<file path="src/verilog/ppic_regs.vh">
// Register offsets, field positions, reset values and timing counts of the interrupt controller
`ifndef PPIC_REGS_VH
`define PPIC_REGS_VH
// ==========================================================
// Register offsets (byte addresses = 4 x index)
`define PPIC_IDX_CLEAR0 8'hda
`define PPIC_IDX_SWEN 8'hdb
`define PPIC_IDX_MASK0 8'hdc
`define PPIC_IDX_CORE 8'hdd
`define PPIC_IDX_STACK 8'hde
`define PPIC_ADDR_CLEAR0 10'h368
`define PPIC_ADDR_SWEN 10'h36c
`define PPIC_ADDR_MASK0 10'h370
`define PPIC_ADDR_CORE 10'h374
`define PPIC_ADDR_STACK 10'h378
// ==========================================================
// Field positions and reset values
`define PPIC_SWEN_BIT 0
`define PPIC_GIE_BIT 0
`define PPIC_CLEAR0_RESET 8'h00
`define PPIC_SWEN_RESET 1'b0
`define PPIC_MASK0_RESET 8'h00
`define PPIC_FLAGS_RESET 8'h00
// ==========================================================
// Priorities and timing
`define PPIC_NUM_SRC 8
`define PPIC_FIRST_PRIO 5'h01
`define PPIC_ENTRY_CYCLES 13
`define PPIC_VEC_STEP 4
`endif

</file>
<file path="src/verilog/ppic_prio_enc.v">
// Priority encoder giving the vector of the highest-priority pending source
`timescale 1ns/1ps
module ppic_prio_enc #(
    parameter N = 8
) (
    input wire [N-1:0] pending_in,
    output reg any_out,
    output reg [7:0] vector_out,
    output reg [N-1:0] onehot_out
);
    integer i;
    // ==========================================================
    // Lowest index wins; scanning downward lets it overwrite
    always @* begin
        any_out = 1'b0;
        vector_out = 8'h00;
        onehot_out = {N{1'b0}};
        for (i = N - 1; i >= 0; i = i - 1) begin
            if (pending_in[i]) begin
                any_out = 1'b1;
                vector_out = ((i[7:0] + 8'h01) << 2);
                onehot_out = {N{1'b0}};
                onehot_out[i] = 1'b1;
            end
        end
    end
endmodule // ppic_prio_enc

</file>
<file path="src/verilog/ppic_post_latch.v">
// Per-source posted latches with hardware post, software clear/post and take clear
`timescale 1ns/1ps
module ppic_post_latch #(
    parameter N = 8
) (
    input wire ref_clk_in,
    input wire rst_in,
    input wire ce_in,
    input wire [N-1:0] hw_post_in,
    input wire [N-1:0] sw_post_in,
    input wire [N-1:0] sw_clear_in,
    input wire [N-1:0] take_clear_in,
    output wire [N-1:0] posted_out
);
    genvar g;
    // ==========================================================
    // One latch per source
    generate
        for (g = 0; g < N; g = g + 1) begin : g_src
            reg posted_reg;
            always @(posedge ref_clk_in) begin
                if (rst_in) begin
                    posted_reg <= 1'b0;
                end else if (ce_in) begin
                    // Post wins over any clear so no event is lost
                    if (hw_post_in[g] | sw_post_in[g]) begin
                        posted_reg <= 1'b1;
                    end else if (sw_clear_in[g] | take_clear_in[g]) begin
                        posted_reg <= 1'b0;
                    end
                end
            end
            assign posted_out[g] = posted_reg;
        end
    endgenerate
endmodule // ppic_post_latch

</file>
<file path="src/verilog/ppic_ctrl.v">
// Interrupt controller top: posting, masking, priority, CPU entry and return sequences
// Overview of operation
// - Activate on post, mask update, or enable
// - Finish current instruction before entry
// - Entry takes exactly 13 cycles
// - Push high PC, low PC, flags
// - Clear all flags, including global enable
// - Force upper PC byte to zero
// - Load encoder vector into low PC
// - Return pops flags, low PC, high PC
// - Pending interrupts served before next instruction
// - Encoder picks highest-priority pending source
// - Posted latch holds until taken or cleared
// - Pending needs post and mask; take needs enable
// - Mask never clears or blocks posting
// - Vector equals four times priority
// - Clear register reads posted bits
// - Enable low: write zero clears
// - Enable high: write one posts
// - Software enable resets to zero
// - Bits 7..0: I2C down to voltage monitor
// - Independent of vector-clear register
//
// The Wishbone slave port is this design's own decision.
`timescale 1ns/1ps
`include "ppic_regs.vh"
module ppic_ctrl #(
    parameter N = `PPIC_NUM_SRC,
    parameter ENTRY_CYCLES = `PPIC_ENTRY_CYCLES
) (
    input wire ref_clk_in,
    input wire rst_in,
    input wire ce_in,
    // Wishbone classic slave
    input wire wb_cyc_in,
    input wire wb_stb_in,
    input wire wb_we_in,
    input wire [9:0] wb_adr_in,
    input wire [3:0] wb_sel_in,
    input wire [31:0] wb_dat_in,
    output reg [31:0] wb_dat_out,
    output reg wb_ack_out,
    // Peripheral source conditions, bit 0 voltage monitor .. bit 7 I2C
    input wire [N-1:0] src_event_in,
    // CPU sequencer side
    input wire instr_done_in,
    input wire ret_req_in,
    input wire [7:0] stack_pop_data_in,
    output reg [15:0] prog_counter_out,
    output reg [7:0] flags_out,
    output reg stack_push_out,
    output reg stack_pop_out,
    output reg [7:0] stack_data_out,
    output reg entry_busy_out,
    output reg vector_start_out,
    output reg irq_request_out
);
    // ==========================================================
    // States
    localparam ST_RUN = 3'd0;
    localparam ST_ENTRY = 3'd1;
    localparam ST_RET = 3'd2;
    localparam [7:0] ENTRY_LAST = ENTRY_CYCLES - 1;
    // Outputs are registered, so the pulse is launched one cycle ahead of the last entry cycle
    localparam [7:0] VEC_CNT = ENTRY_LAST - 8'h01;

    reg [2:0] state_reg;
    reg [2:0] state_next;
    reg [7:0] cnt_reg;
    reg [7:0] cnt_next;
    reg [N-1:0] mask_reg;
    reg soft_irq_enable_reg;
    reg [7:0] prog_counter_low;
    reg [7:0] prog_counter_high;
    reg [7:0] saved_vector_reg;
    reg [N-1:0] src_meta_reg;
    reg [N-1:0] src_sync_reg;
    reg [N-1:0] src_prev_reg;

    wire [N-1:0] posted;
    wire [N-1:0] pending;
    wire [N-1:0] pending_ord;
    wire enc_any;
    wire [7:0] enc_vector;
    wire [N-1:0] enc_onehot;
    wire global_irq_enable;
    wire bus_req;
    wire bus_wr;
    wire [9:0] adr;
    wire [N-1:0] hw_post;
    wire [N-1:0] sw_post;
    wire [N-1:0] sw_clear;
    reg [N-1:0] take_clear;
    wire take;

    // ==========================================================
    // Source synchronisers and edge detection
    always @(posedge ref_clk_in) begin
        if (rst_in) begin
            src_meta_reg <= {N{1'b0}};
            src_sync_reg <= {N{1'b0}};
            src_prev_reg <= {N{1'b0}};
        end else if (ce_in) begin
            src_meta_reg <= src_event_in;
            src_sync_reg <= src_meta_reg;
            src_prev_reg <= src_sync_reg;
        end
    end
    // Edge, so a held source level posts once and a take can clear it
    assign hw_post = src_sync_reg & ~src_prev_reg;

    // ==========================================================
    // Register access
    assign bus_req = wb_cyc_in & wb_stb_in & ~wb_ack_out;
    assign bus_wr = bus_req & wb_we_in & wb_sel_in[0];
    assign adr = wb_adr_in;
    // Direct clear path; vector-clear logic has no part in it
    assign sw_clear = (bus_wr && adr == `PPIC_ADDR_CLEAR0 && !soft_irq_enable_reg) ?
                      ~wb_dat_in[N-1:0] : {N{1'b0}};
    assign sw_post = (bus_wr && adr == `PPIC_ADDR_CLEAR0 && soft_irq_enable_reg) ?
                     wb_dat_in[N-1:0] : {N{1'b0}};

    always @(posedge ref_clk_in) begin
        if (rst_in) begin
            wb_ack_out <= 1'b0;
            wb_dat_out <= 32'h0000_0000;
            mask_reg <= `PPIC_MASK0_RESET;
            soft_irq_enable_reg <= `PPIC_SWEN_RESET;
        end else if (ce_in) begin
            wb_ack_out <= bus_req;
            if (bus_wr && adr == `PPIC_ADDR_SWEN) begin
                soft_irq_enable_reg <= wb_dat_in[`PPIC_SWEN_BIT];
            end
            // Mask only gates; latches untouched
            if (bus_wr && adr == `PPIC_ADDR_MASK0) begin
                mask_reg <= wb_dat_in[N-1:0];
            end
            if (bus_req && !wb_we_in) begin
                case (adr)
                    `PPIC_ADDR_CLEAR0: wb_dat_out <= {{(32-N){1'b0}}, posted};
                    `PPIC_ADDR_SWEN: wb_dat_out <= {31'h0, soft_irq_enable_reg};
                    `PPIC_ADDR_MASK0: wb_dat_out <= {{(32-N){1'b0}}, mask_reg};
                    `PPIC_ADDR_CORE: wb_dat_out <= {8'h00, flags_out, prog_counter_out};
                    `PPIC_ADDR_STACK: wb_dat_out <= {24'h0, saved_vector_reg};
                    default: wb_dat_out <= 32'h0000_0000;
                endcase
            end else begin
                wb_dat_out <= 32'h0000_0000;
            end
        end
    end

    // ==========================================================
    // Posting, masking and priority
    ppic_post_latch #(.N(N)) u_latch (
        .ref_clk_in(ref_clk_in),
        .rst_in(rst_in),
        .ce_in(ce_in),
        .hw_post_in(hw_post),
        .sw_post_in(sw_post),
        .sw_clear_in(sw_clear),
        .take_clear_in(take_clear),
        .posted_out(posted)
    );

    assign pending = posted & mask_reg;
    // Top two bits swap rank: I2C (bit 7) outranks sleep (bit 6)
    assign pending_ord = {pending[N-2], pending[N-1], pending[N-3:0]};

    ppic_prio_enc #(.N(N)) u_enc (
        .pending_in(pending_ord),
        .any_out(enc_any),
        .vector_out(enc_vector),
        .onehot_out(enc_onehot)
    );

    assign global_irq_enable = flags_out[`PPIC_GIE_BIT];
    // Combinational on mask, post and enable, so any of the three activates
    assign take = enc_any & global_irq_enable;

    // ==========================================================
    // Entry and return sequencer
    always @* begin
        state_next = state_reg;
        cnt_next = cnt_reg;
        take_clear = {N{1'b0}};
        case (state_reg)
            ST_RUN: begin
                // Checked ahead of return and before next fetch
                if (instr_done_in && take) begin
                    state_next = ST_ENTRY;
                    cnt_next = 8'h00;
                end else if (instr_done_in && ret_req_in) begin
                    state_next = ST_RET;
                    cnt_next = 8'h00;
                end
            end
            ST_ENTRY: begin
                if (cnt_reg == 8'h03) begin
                    take_clear = {enc_onehot[N-2], enc_onehot[N-1], enc_onehot[N-3:0]};
                end
                if (cnt_reg == ENTRY_LAST) begin
                    state_next = ST_RUN;
                end else begin
                    cnt_next = cnt_reg + 8'h01;
                end
            end
            ST_RET: begin
                if (cnt_reg == 8'h02) begin
                    state_next = ST_RUN;
                end else begin
                    cnt_next = cnt_reg + 8'h01;
                end
            end
            default: begin
                state_next = ST_RUN;
            end
        endcase
    end

    always @(posedge ref_clk_in) begin
        if (rst_in) begin
            state_reg <= ST_RUN;
            cnt_reg <= 8'h00;
            prog_counter_out <= 16'h0000;
            flags_out <= `PPIC_FLAGS_RESET;
            stack_push_out <= 1'b0;
            stack_pop_out <= 1'b0;
            stack_data_out <= 8'h00;
            entry_busy_out <= 1'b0;
            vector_start_out <= 1'b0;
            irq_request_out <= 1'b0;
            saved_vector_reg <= 8'h00;
        end else if (ce_in) begin
            state_reg <= state_next;
            cnt_reg <= cnt_next;
            stack_push_out <= 1'b0;
            stack_pop_out <= 1'b0;
            vector_start_out <= 1'b0;
            irq_request_out <= take;
            entry_busy_out <= (state_next == ST_ENTRY);
            if (bus_wr && adr == `PPIC_ADDR_CORE && state_reg == ST_RUN) begin
                flags_out <= wb_dat_in[23:16];
            end
            case (state_reg)
                ST_ENTRY: begin
                    case (cnt_reg)
                        8'h00: begin
                            stack_push_out <= 1'b1;
                            stack_data_out <= prog_counter_out[15:8];
                        end
                        8'h01: begin
                            stack_push_out <= 1'b1;
                            stack_data_out <= prog_counter_out[7:0];
                        end
                        8'h02: begin
                            stack_push_out <= 1'b1;
                            stack_data_out <= flags_out;
                            flags_out <= 8'h00;
                        end
                        8'h03: begin
                            prog_counter_out[15:8] <= 8'h00;
                            prog_counter_out[7:0] <= enc_vector;
                            saved_vector_reg <= enc_vector;
                        end
                        default: begin
                            stack_data_out <= stack_data_out;
                        end
                    endcase
                    if (cnt_reg == VEC_CNT) begin
                        vector_start_out <= 1'b1;
                    end
                end
                ST_RET: begin
                    // Three bytes read, three pops, so the stack stays balanced
                    stack_pop_out <= 1'b1;
                    case (cnt_reg)
                        8'h00: flags_out <= stack_pop_data_in;
                        8'h01: prog_counter_out[7:0] <= stack_pop_data_in;
                        default: prog_counter_out[15:8] <= stack_pop_data_in;
                    endcase
                end
                default: begin
                    stack_data_out <= stack_data_out;
                end
            endcase
        end
    end
endmodule // ppic_ctrl

</file>
<file path="config.mk">
export PLATFORM = sky130hd
export DESIGN_NAME = ppic_ctrl
export DESIGN_NICKNAME = d
export VERILOG_FILES = /design/src/verilog/ppic_prio_enc.v /design/src/verilog/ppic_post_latch.v /design/src/verilog/ppic_ctrl.v
export VERILOG_INCLUDE_DIRS = /design/src /design/src/verilog
export SDC_FILE = /design/constraint.sdc
export NUM_CORES = 1
export LEC_CHECK = 0
export ABC_CLOCK_PERIOD_IN_PS = 2800
export BUFFER_PORTS_ARGS = -buffer_cell sky130_fd_sc_hd__buf_2
export CORE_ASPECT_RATIO = 1.1
export CORE_UTILIZATION = 44
export DETAILED_ROUTE_END_ITERATION = 6
export PLACE_DENSITY = 0.68
export SYNTH_ARGS = -nofsm -noshare
export SYNTH_HDL_FRONTEND = slang
export SYNTH_SLANG_ARGS = --single-unit
</file>
<file path="constraint.sdc">
create_clock -name ref_clk_in -period 2.8 [get_ports ref_clk_in]
set_clock_uncertainty 0.1 [all_clocks]
set_input_delay 0.14 -clock ref_clk_in [delete_from_list [all_inputs] [get_ports ref_clk_in]]
set_output_delay 0.14 -clock ref_clk_in [all_outputs]
set_load 0.05 [all_outputs]
</file>
==> qor.yml, run 1 <==
ios: 140
gr-total-overflow: 0
area_growth_syn_to_layout_pct: 28.6
async_flop_share_pct: 0
placementRows: 43
largest_reg_flops: 24
reg2reg_slack_ns: 0.36
holdWs_ns: 0.0146
grt_max_degree: 52
reg_top3: "wb_dat_out (24), prog_counter_out (16)"
hp-start: "ce_in"
drt-total-wl_um: 15400
cts.sinks: 118
nNetsFinal: 845
htree_levels: 4
gp_congestion: 0.936
vias: 5281
dieArea_sq_mm: 0.0133
drtAntennaViolNets: 0
drt_iter0_drc: 370
grt.total_usage_pct: 24.1
p_leak_uw: 0.00301
dpl.cell_count: 878
clk_pin_slew_ns: 0.05
crit_family: "compound AO/OA/AOI/OAI gates"
crit_path_end_kind: "flip-flop"
start_util_pct: 44.9
p_total_uw: 4300
routed_via_density: 5.61
max-vdd-ir-drop_uv: 443
worstSetupPathType: "reg -> reg"
final_common_cell: "dfxtp_1"
numPortBuffers: 112
cts_root_buf: "clkbuf_16"
cts_made_buffers: 17
setup_violations: 0
cp.arrival_ns: 2.64
antenna_cells: 0
largest_register: "wb_dat_out"
min_path_cells: 4
cts_tree: "yes"
drt-pass1-iter-count: 5
worstReg2RegStart: "cnt_reg[7]"
setup_tns_ns: 0
r2r-end: "cnt_reg[6]"
synthesis.area_sq_mm: 0.00565
die_w_um: 110
fin_util_pct: 57.7
fin_crit_ns: 2.44
worst_r2r_path_depth: 6
avgSynthCellArea_sq_um: 8.94
path_cells: "nor4_2 > buf_4 > a41oi_1 > o2111ai_1 > o22ai_1 > o21bai_1"
drc_errors: 0
antenna_found_initial: 0
rsz0062_at_grt: "no"
seq_area_frac_synth_pct: 41.8
outcome: "completed"
synth_cells: 632
worstPathMaxFanout: 7
clk_path_buf_depth: 2
worst_setup_path_start_kind: "flip-flop"
fin_cells: 941
timing.max_cap.violations: 0
fin_crit_sh_pct: 87.1
dieHeight_um: 121
whs_endpoint: "state_reg[1]"
synth_seq_cells: 118
required_ns: 3.00
hold_viol_final: 0
synth_cell_types: 71
drive_gt1_share_pct: 23.1
max_stage_delay_ns: 0.59
cts_repair_resize_count: 0
ys.warnings.count: 0
grt_pass1_vias: 4903
synthFlopType: "dfxtp_1"
dp.final_hpwl_um: 10900
synth_edf_count: 0
worstMarginPinSlew_ns: 1.11
post_cts_buffers: 0
slew_viol_final: 0
worst_path_max_delay_cell: "nor4_2"
core_sq_mm: 0.0126
fmaxAchievable_mhz: 410
worstSkewPairLatency_ns: 0.42
power_density_mw_per_mm2: 591
layout_common_cells: "118 x dfxtp_1, 112 x buf_2, 86 x nor2_1"
max_slew_margin_pct: 26.1
worstHoldPathType: "in -> reg"
holdBufCountCts: 31
grt_pass1_wl_um: 24600
crit_buf_inv: 1
wl_per_cell_um: 16.4
[Yosys cell counts, types with 3 or more instances]
master	instances	share of area [%]
a211oi_1	7	0.93
a21o_1	3	0.40
a21oi_1	28	2.5
a221o_1	3	0.53
a221oi_1	3	0.46
a22o_1	23	3.6
a22oi_1	16	2.1
a311oi_1	7	1.1
a41oi_1	3	0.46
and2_1	6	0.66
and3_1	5	0.55
and4_1	3	0.46
buf_1	6	0.40
buf_2	7	0.62
buf_4	10	1.3
clkbuf_1	20	1.3
clkbuf_2	3	0.27
dfxtp_1	118	42
ha_1	4	0.89
inv_1	21	1.4
mux2_2	5	1.0
mux2i_1	54	9.6
nand2_1	36	2.4
nand2b_1	11	1.2
nand3_1	21	1.9
nand3b_1	12	1.6
nand4_1	5	0.55
nand4b_1	3	0.46
nor2_1	87	5.8
nor2b_1	3	0.33
nor3_1	3	0.27
nor3b_1	5	0.66
nor4_1	3	0.33
o2111ai_1	3	0.46
o211ai_1	5	0.66
o21ai_0	28	2.5
o21ai_1	3	0.27
o22ai_1	3	0.33
o31a_1	3	0.46
o31ai_1	6	0.80
[cells by family (layout without fill, tap and decap cells)]
| kind of cell | after synthesis | after routing | synth area share, % |
|---|---|---|---|
| and+or+nand+nor | 223 | 223 | 21.1 |
| DFF | 118 | 118 | 41.8 |
| adders and majority gates | 4 | 4 | 0.886 |
| AOI/OAI and AO/OA | 159 | 159 | 20.1 |
| other | 1 | 8 | 0.0664 |
| buffers and inverters | 67 | 212 | 5.34 |
| muxes | 59 | 59 | 10.6 |
| xor gates and xnor gates | 1 | 1 | 0.155 |
[per-stage QoR]
step	instance area (sq um)	worst slack (ns)
floorplan	5680	0.596
global placement	6350	0.470
detailed placement	6350	0.409
CTS	7270	0.389
global route	7270	0.115
finish	7270	0.360
[worst max-delay path by stage]
stage,start,endpoint,slack (ns),depth (start not counted)
floorplan,wb_ack_out,flags_out[6],0.60,5
global placement,cnt_reg[7],cnt_reg[6],0.47,6
detailed placement,cnt_reg[4],cnt_reg[6],0.41,6
CTS,cnt_reg[7],cnt_reg[6],0.39,6
global route,cnt_reg[7],cnt_reg[6],0.11,6
finish,cnt_reg[7],cnt_reg[6],0.36,6
[final cells by class]
cell class	instances	area [sq um]
Clock buffer	24	482
Clock inverter	8	121
Fill cell	1122	5320
Inverter	21	78.8
Multi-Input combinational cell	454	3020
Sequential cell	118	2360
Tap cell	157	196
Timing Repair Buffer	159	1000
[worst register-to-register path: stages, from the launching register on]
cell	delay, ns
dfxtp_1	0.34
nor4_2	0.59
buf_4	0.25
a41oi_1	0.15
o2111ai_1	0.55
o22ai_1	0.16
o21bai_1	0.18
[power breakdown]
part	internal [uW]	leakage (uW)	switching (uW)
clock network	1470	0.000294	749
logic	130	0.00176	213
registers	1710	0.000955	31.8
[per-layer routing]
layer  up-vias  part of all wire, %  routed length [um]  GRT usage (%)
li1       2584                    -                   -              -
met1      2477                   45                6930           30.9
met2       186                   46                7140           37.5
met3        34                  5.5                 855           5.37
met4         0                  3.2                 493           12.8
met5         -                    0                   0              0
(Power assumes the default switching activity.)
==> inputs of run 2 (changes only) <==
--- a/config.mk
+++ b/config.mk
@@ -9,9 +9,9 @@
 export ABC_CLOCK_PERIOD_IN_PS = 2800
 export BUFFER_PORTS_ARGS = -buffer_cell sky130_fd_sc_hd__buf_2
 export CORE_ASPECT_RATIO = 1.1
-export CORE_UTILIZATION = 44
+export CORE_UTILIZATION = 30
 export DETAILED_ROUTE_END_ITERATION = 6
-export PLACE_DENSITY = 0.68
+export PLACE_DENSITY = 0.5
 export SYNTH_ARGS = -nofsm -noshare
 export SYNTH_HDL_FRONTEND = slang
 export SYNTH_SLANG_ARGS = --single-unit
==> run 2 against run 1 <==
Effect of this change: critical path depth decreased by 1; hold slack about the same; total power decreased by 0.96%; largest power group unchanged.
==> qor.yml, run 2 (synthesized netlist as in run 1, its figures left out) <==
outcome: "completed"  # unchanged
area_growth_syn_to_layout_pct: 30.5  # was 28.6%
fin_crit_ns: 2.27  # was 2.44 ns
grt.total_usage_pct: 17.6  # was 24.1%
dieHeight_um: 146  # was 121 um
grt_pass1_wl_um: 26600  # was 24600 um
clk_pin_slew_ns: 0.06  # was 0.05 ns
setup_violations: 0  # unchanged
reg_top3: "wb_dat_out (24), prog_counter_out (16)"  # unchanged
rsz0062_at_grt: "no"  # unchanged
worstSetupPathType: "reg -> reg"  # unchanged
r2r-end: "flags_out[2]"  # was cnt_reg[6]
hold_viol_final: 0  # unchanged
htree_levels: 4  # unchanged
drt-total-wl_um: 16800  # was 15400 um
setup_tns_ns: 0  # unchanged
cts_root_buf: "clkbuf_16"  # unchanged
slew_viol_final: 0  # unchanged
routed_via_density: 5.11  # was 5.61
core_sq_mm: 0.0184  # was 0.0126 sq mm
crit_family: "simple AND/OR/NAND/NOR gates"  # was compound AO/OA/AOI/OAI gates
drt_iter0_drc: 359  # was 370
whs_endpoint: "cnt_reg[1]"  # was state_reg[1]
p_leak_uw: 0.00300  # was 0.00301 uW
grt_max_degree: 41  # was 52
fin_crit_sh_pct: 81.1  # was 87.1%
dp_slack_ns: 0.570  # was 0.409 ns
worstReg2RegStart: "cnt_reg[2]"  # was cnt_reg[7]
required_ns: 3.01  # was 3.00 ns
antenna_cells: 0  # unchanged
worst_slack_ns: 0.528  # was 0.360 ns
start_util_pct: 30.7  # was 44.9%
worstHoldPathType: "in -> reg"  # unchanged
max-vdd-ir-drop_uv: 445  # was 443 uV
max_slew_margin_pct: 55.4  # was 26.1%
worst_r2r_path_depth: 5  # was 6
p_total_uw: 4260  # was 4300 uW
dieArea_sq_mm: 0.0194  # was 0.0133 sq mm
clk_path_buf_depth: 2  # unchanged
placementRows: 52  # was 43
final_common_cell: "dfxtp_1"  # unchanged
drc_errors: 0  # unchanged
cts_made_buffers: 17  # unchanged
fmaxAchievable_mhz: 440  # was 410 MHz
ios: 140  # unchanged
grt_pass1_vias: 4923  # was 4903
design_area_sq_mm: 0.00738  # was 0.00727 sq mm
numPortBuffers: 112  # unchanged
holdWs_ns: 0.0150  # was 0.0146 ns
drtAntennaViolNets: 0  # unchanged
cp.arrival_ns: 2.48  # was 2.64 ns
path_cells: "nor2_1 > and3_1 > mux2i_1 > o21ai_0 > a21oi_1"  # was nor4_2 > buf_4 > a41oi_1 > o2111ai_1 > o22ai_1 > o21bai_1
dpl-instance-area_sq_mm: 0.00648  # was 0.00635 sq mm
timing.max_cap.violations: 0  # unchanged
crit_buf_inv: 0  # was 1
largest_register: "wb_dat_out"  # unchanged
power_density_mw_per_mm2: 577  # was 591 mW/mm^2
cts.sinks: 118  # unchanged
vias: 5268  # was 5281
cts_tree: "yes"  # unchanged
die_w_um: 133  # was 110 um
worst_setup_path_start_kind: "flip-flop"  # unchanged
gr-total-overflow: 0  # unchanged
worstSkewPairLatency_ns: 0.42  # about the same
crit_path_end_kind: "flip-flop"  # unchanged
drt-pass1-iter-count: 5  # unchanged
min_path_cells: 4  # unchanged
layout_common_cells: "118 x dfxtp_1, 112 x buf_2, 86 x nor2_1"  # unchanged
nNetsFinal: 849  # was 845
hp-start: "instr_done_in"  # was ce_in
wl_per_cell_um: 16.3  # was 16.4 um
worstMarginPinSlew_ns: 0.667  # was 1.11 ns
worst_path_max_delay_cell: "and3_1"  # was nor4_2
antenna_found_initial: 0  # unchanged
gp_congestion: 0.847  # was 0.936
worstPathMaxFanout: 11  # was 7
reg2reg_slack_ns: 0.53  # was 0.36 ns
largest_reg_flops: 24  # unchanged
drive_gt1_share_pct: 24.0  # was 23.1%
max_stage_delay_ns: 0.53  # was 0.59 ns
dp.final_hpwl_um: 12400  # was 10900 um
## run 2: cell types whose count changed in the layout (fill, tap and decap cells not counted), sizes merged
cell,before,now
inv,21,24
clkinv,4,2
clkbuf,24,18
clkinvlp,1,7
buf,128,132
bufinv,3,2
## run 2: routing by layer
metal	GRT usage (%)	share of wire, %	vias up	wire [um]
met5	0	0	-	0
met4	6.15	1.6	0	262
met3	4.56	5.2	16	879
met2	28.3	47	152	7890
met1	22.7	46	2504	7730
li1	-	-	2596	-
## run 2: per-stage QoR
step	instances	util, %
2_1_floorplan	639	-
3_3_place_gp	968	35.2
3_5_place_dp	968	35.2
4_1_cts	1031	40.1
5_1_grt	1031	40.1
6_report	1031	40.1
## run 2: worst min-delay path, cell delays in order
cell and delay [ns]:
buf_2 0.12, a21oi_2 0.08, nor2_1 0.08, o31ai_1 0.06
## run 2: report_power, final
part	leakage (uW)	total, uW	internal (uW)	switching, uW
combinational	0.00178	345	130	216
sequential	0.000955	1740	1710	31.6
clock	0.000267	2170	1330	837
total	0.00300	4260	3170	1080
## run 2: worst max path at each step
stage | start | cells past startpoint | end
4_1_cts | cnt_reg[2] | 5 | stack_data_out[7]
2_1_floorplan | wb_ack_out | 5 | flags_out[6]
3_5_place_dp | cnt_reg[2] | 5 | stack_data_out[7]
3_3_place_gp | cnt_reg[2] | 5 | stack_data_out[7]
5_1_grt | cnt_reg[2] | 5 | stack_data_out[5]
6_report | cnt_reg[2] | 5 | flags_out[2]
## run 2: layout make-up
class | instances | area [sq um]
Timing Repair Buffer | 163 | 1020
Tap cell | 243 | 304
Clock buffer | 18 | 439
Fill cell | 1857 | 11000
Multi-Input combinational cell | 454 | 3020
Inverter | 21 | 78.8
Clock inverter | 14 | 149
Sequential cell | 118 | 2360
## run 2: repair_timing
action                                 CTS  global route
buffers inserted                         0             0
endpoints found under the hold margin   39             0
hold buffers                            31             0
gates resized for setup                  0             0
